$ cat src/msg_flow_pkg.sv
// Constants for the host-side serial message flow controller
`default_nettype none
package msg_flow_pkg;
   localparam int unsigned CLK_HZ = 40_000_000;
   localparam int unsigned QUIET_MS = 50;
   localparam int unsigned QUIET_CYC = (CLK_HZ / 1000) * QUIET_MS;
   localparam int unsigned RATE_MAX = 20;
   localparam int unsigned RATE_WIN_MS = 1000;
   localparam int unsigned RATE_WIN_CYC = (CLK_HZ / 1000) * RATE_WIN_MS;
   localparam int unsigned POLL_MS = 10;
   localparam int unsigned POLL_CYC = (CLK_HZ / 1000) * POLL_MS;
   localparam int unsigned POLL_LIMIT = 20;
   localparam int unsigned BAUD = 9600;
   localparam int unsigned BIT_CYC = CLK_HZ / BAUD;
   localparam int unsigned DATA_BITS = 7;
   localparam int unsigned FRAME_BITS = 10;
   localparam int unsigned MSG_MAX = 64;
   localparam logic [6:0] CHAR_CR = 7'h0d;
   localparam logic [6:0] CHAR_LF = 7'h0a;
   localparam logic [6:0] CHAR_QMARK = 7'h3f;
   typedef enum logic [2:0] {
      ST_IDLE = 3'b000,
      ST_SEND = 3'b001,
      ST_CR = 3'b010,
      ST_LF = 3'b011,
      ST_RECV = 3'b100,
      ST_QUIET = 3'b101
   } flow_state_t;
endpackage
`default_nettype wire

$ cat src/msg_fifo.sv
// Flip-flop FIFO with valid/ready on both sides
`timescale 1ns/1ps
`default_nettype none
module msg_fifo #(
   parameter int WIDTH = 8,
   parameter int DEPTH = 32
) (
   input wire logic clock,
   input wire logic arst_n,
   input wire logic in_valid,
   output logic in_ready,
   input wire logic [WIDTH-1:0] in_data,
   output logic out_valid,
   input wire logic out_ready,
   output logic [WIDTH-1:0] out_data
);
   localparam int AW = $clog2(DEPTH);
   if (DEPTH < 2 || (1 << AW) != DEPTH) begin : g_bad_depth
      $error("DEPTH must be power of 2");
   end
   logic [WIDTH-1:0] mem_ff [DEPTH];
   logic [AW:0] wr_ff;
   logic [AW:0] rd_ff;
   logic push;
   logic pop;
   assign in_ready = (wr_ff - rd_ff) != (AW+1)'(DEPTH);
   assign out_valid = wr_ff != rd_ff;
   assign out_data = mem_ff[rd_ff[AW-1:0]];
   assign push = in_valid && in_ready;
   assign pop = out_valid && out_ready;
   always_ff @(posedge clock or negedge arst_n) begin
      if (!arst_n) begin
         wr_ff <= '0;
         rd_ff <= '0;
      end else begin
         if (push) wr_ff <= wr_ff + 1'b1;
         if (pop) rd_ff <= rd_ff + 1'b1;
      end
   end
   always_ff @(posedge clock) begin
      if (push) mem_ff[wr_ff[AW-1:0]] <= in_data;
   end
endmodule // msg_fifo

$ cat src/msg_flow_host.sv
// Host controller: sends messages to the instrument and paces the link
`timescale 1ns/1ps
`default_nettype none
////////////////////////////////////////////////////////////////////////////////
// Overview of operation
// - A command goes out as one unbroken string with its terminators.
// - After a command's last character the link stays quiet for 50 ms.
// - No more than 20 exchanges start in any one-second window.
// - A query goes out as one unbroken string with its terminators.
// - After a query the receiver is live at once.
// - Every response character up to the line feed is taken.
// - Nothing is sent during a response, then 50 ms of quiet follow.
// - Each message ends with carriage return then line feed.
// - A response ends on line feed or after 20 empty 10 ms polls.
// - The port runs 9600 baud, 7 data bits, parity, one stop bit.
// - The link is half duplex; sending and receiving never overlap.
// - A character is start, 7 data, odd parity and stop bits.
// - A message is at most 64 characters including terminators.
module msg_flow_host
   import msg_flow_pkg::*;
#(
   parameter int FIFO_DEPTH = 32,
   parameter int unsigned QUIET_CYCLES = QUIET_CYC,
   parameter int unsigned RATE_CYCLES = RATE_WIN_CYC,
   parameter int unsigned POLL_CYCLES = POLL_CYC,
   parameter int unsigned BIT_CYCLES = BIT_CYC
) (
   input wire logic clock,
   input wire logic arst_n,
   input wire logic msg_valid,
   output logic msg_ready,
   input wire logic [6:0] msg_char,
   input wire logic msg_last,
   output logic rsp_valid,
   output logic [6:0] rsp_char,
   output logic rsp_end,
   output logic rsp_timeout,
   output logic rsp_parity_err,
   output logic busy,
   output logic txd,
   input wire logic rxd
);
   import msg_flow_pkg::*;
   // Bit counters are 16 bits, rate slots indexed by 5 bits
   if (BIT_CYCLES < 4 || BIT_CYCLES > 65535 || QUIET_CYCLES < 1
       || POLL_CYCLES < 1 || RATE_MAX > 32) begin : g_bad_timing
      $error("Timing parameters out of range");
   end
   if (FIFO_DEPTH < 2) begin : g_bad_fifo
      $error("FIFO depth too small");
   end
   ////////////////////////////////////////////////////////////////////////////
   // Message FIFO: sending starts once the whole message is queued or the queue is full
   logic f_valid;
   logic f_ready;
   logic [7:0] f_data;
   logic f_in_ready;
   logic q_last_seen_ff;
   logic q_has_query_ff;
   logic accept;
   logic [7:0] msg_len_ff;
   logic tx_done;
   logic tx_start_ff;
   logic [6:0] tx_char_ff;
   // Limit: 62 payload chars so total with CR LF stays at 64
   assign accept = msg_valid && msg_ready;
   msg_fifo #(.WIDTH(8), .DEPTH(FIFO_DEPTH)) u_fifo (
      .clock(clock),
      .arst_n(arst_n),
      .in_valid(accept),
      .in_ready(f_in_ready),
      .in_data({msg_last, msg_char}),
      .out_valid(f_valid),
      .out_ready(f_ready),
      .out_data(f_data)
   );
   flow_state_t state_ff;
   always_ff @(posedge clock or negedge arst_n) begin
      if (!arst_n) begin
         msg_ready <= 1'b0;
      end else begin
         msg_ready <= f_in_ready && !q_last_seen_ff && !accept
                      && (msg_len_ff < 8'(MSG_MAX - 2));
      end
   end
   always_ff @(posedge clock or negedge arst_n) begin
      if (!arst_n) begin
         q_last_seen_ff <= 1'b0;
         q_has_query_ff <= 1'b0;
         msg_len_ff <= '0;
      end else if (state_ff == ST_QUIET && q_last_seen_ff
                   && f_valid == 1'b0 && tx_done) begin
         q_last_seen_ff <= 1'b0;
         q_has_query_ff <= 1'b0;
         msg_len_ff <= '0;
      end else if (accept) begin
         msg_len_ff <= msg_len_ff + 1'b1;
         if (msg_last || msg_len_ff == 8'(MSG_MAX - 3))
            q_last_seen_ff <= 1'b1;
         if (msg_char == CHAR_QMARK) q_has_query_ff <= 1'b1;
      end
   end
   ////////////////////////////////////////////////////////////////////////////
   // Transmitter: 1 start, 7 data, odd parity, 1 stop
   logic tx_start;
   logic [6:0] tx_char;
   logic [9:0] tx_shift_ff;
   logic [3:0] tx_bits_ff;
   logic [15:0] tx_cnt_ff;
   assign tx_done = tx_bits_ff == 4'd0;
   always_ff @(posedge clock or negedge arst_n) begin
      if (!arst_n) begin
         tx_shift_ff <= '1;
         tx_bits_ff <= '0;
         tx_cnt_ff <= '0;
         txd <= 1'b1;
      end else if (tx_start) begin
         tx_shift_ff <= {1'b1, ~^tx_char, tx_char, 1'b0};
         tx_bits_ff <= 4'(FRAME_BITS);
         tx_cnt_ff <= '0;
      end else if (!tx_done) begin
         txd <= tx_shift_ff[0];
         if (tx_cnt_ff == 16'(BIT_CYCLES - 1)) begin
            tx_cnt_ff <= '0;
            tx_shift_ff <= {1'b1, tx_shift_ff[9:1]};
            tx_bits_ff <= tx_bits_ff - 1'b1;
         end else begin
            tx_cnt_ff <= tx_cnt_ff + 1'b1;
         end
      end else begin
         txd <= 1'b1;
      end
   end
   ////////////////////////////////////////////////////////////////////////////
   // Receiver, active only in the receive state (half duplex)
   logic rx_en;
   logic rx_active_ff;
   logic [15:0] rx_cnt_ff;
   logic [3:0] rx_bit_ff;
   logic [8:0] rx_shift_ff;
   logic rx_got;
   assign rx_en = state_ff == ST_RECV;
   assign rx_got = rx_active_ff && rx_bit_ff == 4'd9
                   && rx_cnt_ff == 16'(BIT_CYCLES - 1);
   always_ff @(posedge clock or negedge arst_n) begin
      if (!arst_n) begin
         rx_active_ff <= 1'b0;
         rx_cnt_ff <= '0;
         rx_bit_ff <= '0;
         rx_shift_ff <= '0;
      end else if (!rx_en) begin
         rx_active_ff <= 1'b0;
      end else if (!rx_active_ff) begin
         if (!rxd) begin
            rx_active_ff <= 1'b1;
            rx_cnt_ff <= 16'(BIT_CYCLES / 2);
            rx_bit_ff <= '0;
         end
      end else if (rx_cnt_ff == 16'(BIT_CYCLES - 1)) begin
         rx_cnt_ff <= '0;
         if (rx_bit_ff == 4'd9) begin
            rx_active_ff <= 1'b0;
         end else begin
            rx_bit_ff <= rx_bit_ff + 1'b1;
            if (rx_bit_ff != 4'd0) rx_shift_ff <= {rxd, rx_shift_ff[8:1]};
         end
      end else begin
         rx_cnt_ff <= rx_cnt_ff + 1'b1;
      end
   end
   ////////////////////////////////////////////////////////////////////////////
   // Flow control state machine
   logic [31:0] quiet_ff;
   logic [31:0] poll_cnt_ff;
   logic [4:0] empty_polls_ff;
   logic rate_ok;
   logic start_ex;
   // A full queue starts early: the writer must then keep pace
   assign start_ex = state_ff == ST_IDLE && (q_last_seen_ff || !f_in_ready)
                     && rate_ok && quiet_ff == 0;
   assign f_ready = state_ff == ST_SEND && tx_done && !tx_start_ff;
   assign tx_start = tx_start_ff;
   assign tx_char = tx_char_ff;
   always_ff @(posedge clock or negedge arst_n) begin
      if (!arst_n) begin
         state_ff <= ST_IDLE;
         tx_start_ff <= 1'b0;
         tx_char_ff <= '0;
         quiet_ff <= '0;
         poll_cnt_ff <= '0;
         empty_polls_ff <= '0;
         rsp_valid <= 1'b0;
         rsp_char <= '0;
         rsp_end <= 1'b0;
         rsp_timeout <= 1'b0;
         rsp_parity_err <= 1'b0;
         busy <= 1'b0;
      end else begin
         tx_start_ff <= 1'b0;
         rsp_valid <= 1'b0;
         rsp_end <= 1'b0;
         rsp_timeout <= 1'b0;
         busy <= state_ff != ST_IDLE;
         if (quiet_ff != 0) quiet_ff <= quiet_ff - 1'b1;
         unique case (state_ff)
            ST_IDLE: begin
               if (start_ex) state_ff <= ST_SEND;
            end
            ST_SEND: begin
               // Characters back to back, two idle cycles between a stop bit and the next start bit
               if (f_valid && f_ready) begin
                  tx_start_ff <= 1'b1;
                  tx_char_ff <= f_data[6:0];
                  if (f_data[7] || !q_last_seen_ff || f_valid)
                     if (f_data[7]) state_ff <= ST_CR;
               end else if (!f_valid && tx_done && !tx_start_ff
                            && q_last_seen_ff) begin
                  state_ff <= ST_CR;
               end
            end
            ST_CR: begin
               if (tx_done && !tx_start_ff) begin
                  tx_start_ff <= 1'b1;
                  tx_char_ff <= CHAR_CR;
                  state_ff <= ST_LF;
               end
            end
            ST_LF: begin
               if (tx_done && !tx_start_ff && tx_char_ff == CHAR_CR) begin
                  tx_start_ff <= 1'b1;
                  tx_char_ff <= CHAR_LF;
               end else if (tx_done && !tx_start_ff) begin
                  poll_cnt_ff <= '0;
                  empty_polls_ff <= '0;
                  quiet_ff <= QUIET_CYCLES;
                  state_ff <= q_has_query_ff ? ST_RECV : ST_QUIET;
               end
            end
            ST_RECV: begin
               // Stop bit still on the line when a character is taken
               quiet_ff <= QUIET_CYCLES + BIT_CYCLES;
               if (rx_got) begin
                  poll_cnt_ff <= '0;
                  empty_polls_ff <= '0;
                  rsp_valid <= 1'b1;
                  // Data sits in [7:1], parity in [8]
                  rsp_char <= rx_shift_ff[7:1];
                  rsp_parity_err <= ~^rx_shift_ff[8:1];
                  if (rx_shift_ff[7:1] == CHAR_LF) begin
                     rsp_end <= 1'b1;
                     state_ff <= ST_QUIET;
                  end
               end else if (poll_cnt_ff == POLL_CYCLES - 1) begin
                  poll_cnt_ff <= '0;
                  if (empty_polls_ff == 5'(POLL_LIMIT - 1)) begin
                     rsp_timeout <= 1'b1;
                     state_ff <= ST_QUIET;
                  end else begin
                     empty_polls_ff <= empty_polls_ff + 1'b1;
                  end
               end else begin
                  poll_cnt_ff <= poll_cnt_ff + 1'b1;
               end
            end
            ST_QUIET: begin
               if (q_last_seen_ff == 1'b0) state_ff <= ST_IDLE;
               else if (!f_valid) state_ff <= ST_IDLE;
            end
            default: state_ff <= ST_IDLE;
         endcase
      end
   end
   ////////////////////////////////////////////////////////////////////////////
   // Rate limiter: sliding window of RATE_MAX start times, one slot each
   logic [31:0] slot_ff [RATE_MAX];
   logic [4:0] free_idx;
   always_comb begin
      rate_ok = 1'b0;
      free_idx = '0;
      for (int i = RATE_MAX - 1; i >= 0; i--) begin
         if (slot_ff[i] == 0) begin
            rate_ok = 1'b1;
            free_idx = 5'(i);
         end
      end
   end
   always_ff @(posedge clock or negedge arst_n) begin
      if (!arst_n) begin
         for (int i = 0; i < RATE_MAX; i++) slot_ff[i] <= '0;
      end else begin
         for (int i = 0; i < RATE_MAX; i++) begin
            if (slot_ff[i] != 0) slot_ff[i] <= slot_ff[i] - 1'b1;
         end
         if (start_ex) slot_ff[free_idx] <= RATE_CYCLES;
      end
   end
endmodule // msg_flow_host
`default_nettype wire

$ cat config.mk
export PLATFORM = sky130hd
export DESIGN_NAME = msg_flow_host
export DESIGN_NICKNAME = d
export VERILOG_FILES = /design/src/msg_flow_pkg.sv /design/src/msg_fifo.sv /design/src/msg_flow_host.sv
export SDC_FILE = /design/constraint.sdc
export NUM_CORES = 2
export LEC_CHECK = 0
export BUFFER_PORTS_ARGS = -buffer_cell sky130_fd_sc_hd__buf_2
export CORE_UTILIZATION = 30
export CTS_BUF_LIST = sky130_fd_sc_hd__clkbuf_8
export DETAILED_ROUTE_END_ITERATION = 16
export GPL_TIMING_DRIVEN = 0
export PLACE_DENSITY = 0.44
export SYNTH_ARGS = -nofsm -noshare
export SYNTH_HDL_FRONTEND = slang
export SYNTH_SLANG_ARGS = --single-unit
$ cat constraint.sdc
create_clock -name clock -period 6.98 [get_ports clock]
set_input_delay 0.698 -clock clock [delete_from_list [all_inputs] [get_ports clock]]
set_output_delay 0.698 -clock clock [all_outputs]
set_load 0.02 [all_outputs]
# [Word-level counts from Yosys, hierarchy flattened]
# Memory sizes are Yosys's and may differ from the RTL's.
# Cells that the tools add are included.
[classes] reduce_logical=96 n_addsub=31 muxes=143 eq_ne=34 n_bitwise=6 order_cmp=3
[op_table] cell="32-bit 2-to-1 mux" n=28
[op_table] cell="32-bit logical NOT" n=21
[op_table] cell="32-bit nonzero test" n=21
[op_table] cell="32-bit by 1-bit subtractor with 32-bit output (second input constant)" n=21
[op_table] cell="640-bit 2-to-1 mux" n=1
[op_table] cell="480-bit AND" n=1
[op_table] cell="480-bit NOT" n=1
[op_table] cell="32-bit demux with 5-bit select" n=1
[op_table] cell="160-bit OR" n=1
[op_table] cell="32-bit one-hot mux with 2 select lines" n=2
[op_table] cell="5-bit 2-to-1 mux" n=25
[op_table] cell="16-bit 2-to-1 mux" n=6
[op_table] cell="1-bit 2-to-1 mux" n=47
[op_table] cell="3-bit 2-to-1 mux" n=14
[op_table] cell="16-bit by 1-bit adder with 16-bit output (second input constant)" n=2
[op_table] cell="32-bit by 1-bit adder with 32-bit output (second input constant)" n=1
[op_table] cell="16-bit by 13-bit == test with 1-bit output (second input constant)" n=2
[op_table] cell="32-bit by 19-bit == test with 1-bit output (second input constant)" n=1
[op_table] cell="10-bit 2-to-1 mux" n=3
[op_table] cell="4-bit 2-to-1 mux" n=7
[op_table] cell="1-bit logical AND" n=22
[op_table] cell="7-bit 2-to-1 mux" n=3
[op_table] cell="7-bit one-hot mux with 3 select lines" n=1
[op_table] cell="3-bit one-hot mux with 6 select lines" n=1
[op_table] cell="other kinds (43)" n=80
[word_totals] ramBits=256 mem_count=1 in_bits=12 output_inout_bits=14 wordCells=360 regBits=816
[memory_table] memory="u_fifo.mem_ff" depth=32 width=8 rd=1 rd_ports_with_merged_regs=0 write_ports=1 line="msg_fifo.sv:21" source="logic [WIDTH-1:0] mem_ff [DEPTH];"

# [Depth between registers and ports, before layout]
[logic_depth] word_depth=29 mapped_depth=15 mapped_depth_nobuf=11

# [Modules after synthesis]
# Synthesis repeated with hierarchy kept, for this count alone.
[hier_totals] cells_unflattened=4184 hier_area_um2=48570.3
[modules_own_cells] module="msg_flow_host" instances=1 cells_per_inst=3678 area_each_um2=37838.8
[modules_own_cells] module="msg_fifo" instances=1 cells_per_inst=506 area_each_um2=10731.5

# [Least setup slack after synthesis]
# Ideal clock, no wire load.
[synth_path] path_type="reg-to-reg" startpoint="reg u_fifo.rd_ff[1]" endpoint="reg slot_ff[288] (netlist name)" setup_slack_ns=2.790 stages_incl_launch_ff=16 path_buffers=4 t_arrival_ns=4.071 synth_period_minus_slack_ns=4.190 path_cell_list="dfrtp_1 > buf_1 > buf_1 > clkbuf_1 > inv_1 > ha_1 > or2_2 > o22a_1 > nor4_1 > o31ai_1 > or4_4 > nand2b_1 > or4_1 > or2_1 > buf_2 > and2_1"
[synth_via] elab_chain_len=8
[synth_rtl] item="start, declared" line="msg_fifo.sv:23" source="logic [AW:0] rd_ff;"
[synth_rtl] item="start signal, assigned" line="msg_fifo.sv:37" source="if (pop) rd_ff <= rd_ff + 1'b1;"
[synth_rtl] item="6-bit subtractor" line="msg_fifo.sv:26" source="assign in_ready = (wr_ff - rd_ff) != (AW+1)'(DEPTH);"
[synth_rtl] item="6-bit inequality test" line="msg_fifo.sv:26"
[synth_rtl] item="1-bit logical NOT" line="msg_flow_host.sv:179" source="assign start_ex = state_ff == ST_IDLE && (q_last_seen_ff || !f_in_ready)"
[synth_rtl] item="1-bit logical OR" line="msg_flow_host.sv:179"
[synth_rtl] item="1-bit logical AND" line="msg_flow_host.sv:179"
[synth_rtl] item="1-bit logical AND (2 in series)" line="msg_flow_host.sv:180" source="&& rate_ok && quiet_ff == 0;"
[synth_rtl] item="640-bit 2-to-1 mux" line="msg_flow_host.sv:294" source="if (start_ex) slot_ff[free_idx] <= RATE_CYCLES;"
[synth_rtl] item="end signal, assigned by index" line="msg_flow_host.sv:294"
[synth_rtl] item="end, declared" line="msg_flow_host.sv:275" source="logic [31:0] slot_ff [RATE_MAX];"
# Every way passes these cells.
# A chain may end at the register's enable or synchronous reset.

# [Worst setup path in the final report]
[layout_path] startpoint="reg u_fifo.rd_ff[1]" endpoint="mem u_fifo.mem_ff[31][7] (enable)"
[layout_via] elab_chain_len=5
[layout_rtl] item="6-bit subtractor" line="msg_fifo.sv:26"
[layout_rtl] item="6-bit inequality test" line="msg_fifo.sv:26"
[layout_rtl] item="1-bit logical AND" line="msg_fifo.sv:29" source="assign push = in_valid && in_ready;"
[layout_rtl] item="1-bit 2-to-1 mux" line="msg_fifo.sv:41" source="if (push) mem_ff[wr_ff[AW-1:0]] <= in_data;"
[layout_rtl] item="1-bit 2-to-1 mux (not written as such)" line="msg_fifo.sv:41"
[layout_rtl] item="end, declared" line="msg_fifo.sv:21"
# Every way passes these cells.

==> results.md <==
Status:
- The flow ran to the end, and the final reports show no timing, DRC or antenna violations.

Global route:
- Entering global routing, the biggest net connects 110 pins.
- The wire length of the first global-routing pass is 177000 um.
- The number of antenna violations at the first check in global routing is 1.
- Global routing used 13.4% of the available tracks.
- The via count of the first global-routing pass is 31900.
- The total congestion overflow after global routing is 0.

Worst setup path:
- The worst setup path is launched from a flip-flop.
- The critical path data required time is 7.54 ns.
- Traced cell by cell, the critical path runs through buf_1, buf_1, clkbuf_1, inv_1, ha_1, or2_2, o22a_1, nor4_1, nor2_1, nor4_1, nor2_1, nand2_1, clkbuf_1, nor2_1.
- The largest fanout on the critical path is 10.
- The arrival time of the worst setup path is 6.77 ns.
- The largest incremental delay on the critical path is 0.82 ns.
- The critical path in this run is classified as flip-flop to flip-flop.
- The endpoint type of the worst setup path is a flip-flop.
- For this design, the slowest cell found on the critical path is clkbuf_1.
- The cell occurring most often along the worst timing path is nor2_1.

Timing:
- Setup repair after global routing left no endpoint under its margin.
- Setup violations remaining at the end of the flow were counted as 0.
- The relative slew slack is 10.9%.
- The final number of hold-violating endpoints is 0.
- The final worst clock skew is 0.0577 ns.
- For the final routed database, the setup TNS stands at 0 ns.
- The worst hold-check slack is 0.165 ns.
- For this run, the top clock speed supported by timing is 0.161 GHz.
- The final period utilization is 89.1%.
- The slew at the pin with the worst max-slew slack is 1.32 ns.
- For the finished layout, the period the worst path requires is 6.22 ns.
- The count of final max-slew check failures is 0.

Logic synthesis:
- The multiplexer share of the synthesized area is 4.24%.
- After Yosys synthesis, full adders, half adders and majority gates account for 1.62% of the synthesized area.
- The number of warnings reported in the yosys synthesis log is 0.
- The simple-gate share of the synthesized area is 19.9%.
- The share of the yosys chip area belonging to registers is 57.7%.
- The parity-gate share of the synthesized area counting xor and xnor cells is 11.7%.
- The post-synth net total is 4278.
- The synthesized area divided by synthesized cell count is 11.6 um^2.
- Synthesis produced 4203 cells.
- The synthesized area is 48600 um^2.
- By area, the combinational part of the netlist is dominated by simple AND/OR/NAND/NOR gates.
- Counting flops and latches in the post-synthesis netlist gives 1070.
- The number of distinct library cells after synthesis is 81.
- Summing the areas of all compound-gate instances in the mapped netlist gives 3.49% of the synthesized area.
- In the synthesized netlist the dominant register cell turns out to be dfrtp_1.
- For this run, asynchronously set or reset flops after synthesis account for 76.1%.
- Yosys mapped a number of flops with a built-in enable equal to 256.

Route:
- In the routed layout, each cell is associated on average with a via count of 4.67.
- For this run, the detailed router's first-pass iteration total came to 7.
- The met1 wire length is 52900 um.
- Across all layers, the routed design uses 31500 vias.
- Dividing the detail-routed wire length by the instance count gives 15.9 um.
- After detailed routing, the met2 layer carries 47700 um of wire.
- Once detail routing completed, the nets flagged for antenna violations numbered 0.
- The first routing iteration left 1908 violations.
- After detailed routing, the met3 layer carries 4060 um of wire.
- Summed over all layers, the routed wires come to 107000 um.
- The remaining design rule violation count is 0.
- Signal routing reaches up to met4.

Clock network:
- The clock passes through at most 3 buffers.
- TritonCTS built the clock tree.
- The number of H-tree branching levels is 4.
- The worst-skew pair later-pin latency is 0.91 ns.
- The clock-pin slew on the worst setup and hold paths is 0.06 ns.
- The number of post-CTS setup repair buffers is 0.
- In this run the clock root is driven by a clkbuf_8.
- The total clock buffers created by CTS is 187.
- The post-cts sizing count is 0.
- The count of clock tree sinks is 1070.

Floorplan:
- The number of cell rows is 147.
- The region available for standard cell placement spans 161000 um^2.
- The die boundary height is 405 um.
- The horizontal die dimension is 405 um.
- The initial utilization of the core area, before any placement, comes to 30.2%.
- The top-level port count is 26.
- The floorplan step defined a die boundary enclosing 164000 um^2.

Placement:
- The placed wire-length estimate is 71000 um.
- The final weighted congestion of routability-driven global placement is 0.784.
- Summing all placed instances gives a cell area of 51700 um^2.
- The number of placed instances, taps included, is 6399.
- The quantity of I/O buffers inserted on ports is 25.

Final layout:
- Compared with the post-synthesis result, the final layout area differs by 14.3%.
- The finished layout holds 6741 standard cells, fillers aside.
- The top cell types in the final layout, fill and taps aside, are dfrtp_1, nor2_1, nand2_1, xor2_1, xnor2_1.
- Leaving out fill and tap cells, the most frequent cell in the layout is dfrtp_1.
- The finished cells cover 55600 um^2.
- Cells with a size suffix above 1 make up 10.3% of the layout.
- The layout filler cell count is 16100.
- The final layout net count is 4505.

Min path:
- In this run the worst hold path is classified as input port to flip-flop.

Power and ir drop:
- The peak supply drop is 0.189 mV.
- The power density over cell area is 342 nW/um^2.
- The static leakage is 24.5 nW.
- The overall power after layout is 19.0 mW.

Run:
- Across the run, the number of max-cap violations was 0.
[path summary, 6_finish.rpt]
| check | end | depth (start not counted) | startpoint | slack [ns] |
|---|---|---|---|---|
| hold / removal | msg_ready | 4 | msg_valid | 0.16 |
| min in group asynchronous | poll_cnt_ff[25] | 2 | arst_n | 0.44 |
| max in group asynchronous | slot_ff[427] | 5 | arst_n | 4.57 |
| hold reg to reg | slot_ff[389] | 1 | slot_ff[389] | 0.46 |
| setup reg to reg | u_fifo.mem_ff[31][7] | 14 | u_fifo.rd_ff[1] | 0.76 |
| setup / recovery | u_fifo.mem_ff[31][7] | 14 | u_fifo.rd_ff[1] | 0.76 |
[critical path: cells and delay by family, from the launching register on]
kind            cells  cell delay (ns)
compound gates      1             0.18
simple gates        7             2.13
buf+inv             5             2.80
flops               1             0.47
fa+ha+maj           1             0.28
[cells in the mapped netlist (all sizes together) (26+ instances only)]
master / number / share of area [%]
nand3: 126 / 1.3
or2: 35 / 0.45
mux4: 78 / 3.6
dfrtp: 804 / 41
or4: 132 / 2.1
nand2: 435 / 3.4
xnor2: 289 / 5.2
o21ai: 90 / 0.93
nor4: 165 / 2.1
xor2: 360 / 6.5
or3: 78 / 1.0
and2: 26 / 0.33
a21oi: 51 / 0.53
nor2: 438 / 3.4
ha: 63 / 1.6
nor3: 199 / 2.0
and3: 41 / 0.53
nand2b: 40 / 0.51
clkbuf: 69 / 0.53
nand4: 60 / 0.77
inv: 77 / 0.59
edfxtp: 256 / 16
[where the power goes]
| group | total [mW] | internal (mW) | switching, mW |
|---|---|---|---|
| Clock | 5.84 | 3.11 | 2.73 |
| Sequential | 9.04 | 7.76 | 1.27 |
| Combinational | 4.15 | 1.92 | 2.23 |
| Total | 19.0 | 12.8 | 6.23 |
[logic make-up (layout without fill, tap and decap cells)]
group           after synthesis  after routing
other cells                   0              1
flops                      1070           1070
fa+ha+maj                    63             63
buf+inv                     168            545
xor+xnor                    649            649
mux                         107            107
compound gates              261            261
simple gates               1885           1885
[state kept, by name, summed over array words and instances, names as in the netlist, 3 cells and up]
register / flops
tx_shift_ff: 9
u_fifo.mem_ff: 256
rx_cnt_ff: 16
slot_ff: 640
msg_len_ff: 8
rx_bit_ff: 4
tx_bits_ff: 4
empty_polls_ff: 5
rsp_char: 7
quiet_ff: 32
state_ff: 3
tx_cnt_ff: 16
tx_char: 7
u_fifo.wr_ff: 6
poll_cnt_ff: 32
rx_shift_ff: 8
u_fifo.rd_ff: 6
[routing by layer]
metal | up-vias | GRT usage (%)
li1 | 15500 | -
met1 | 15400 | 19.1
met2 | 418 | 20.5
met3 | 198 | 2.58
met4 | 0 | 4.24
met5 | - | 0
[stage by stage]
stage	utilization (%)	setup slack [ns]
floorplan	-	2.79
global placement	32.0	-14.01
detailed placement	32.2	0.645
CTS	34.6	0.617
global route	34.6	0.269
finish	34.6	0.762
[what timing repair did]
action	4_1_cts	5_1_grt
hold buffers	2	0
setup endpoints to repair	0	0
endpoints found under the hold margin	96	0
[cell type report]
| class | count | area, um^2 | share of cell area, % |
|---|---|---|---|
| antenna | 1 | 2.50 | 0.00450 |
| clock buffer | 229 | 3150 | 5.67 |
| tap | 2160 | 2700 | 4.86 |
| sequential | 1070 | 28100 | 50.5 |
| inverter | 77 | 289 | 0.520 |
| multi-input combinational | 2965 | 19900 | 35.8 |
| clock inverter | 110 | 684 | 1.23 |
| buffer | 91 | 369 | 0.664 |
| timing repair buffer | 38 | 398 | 0.716 |
No activity file was read; power rests on OpenSTA's default activity.
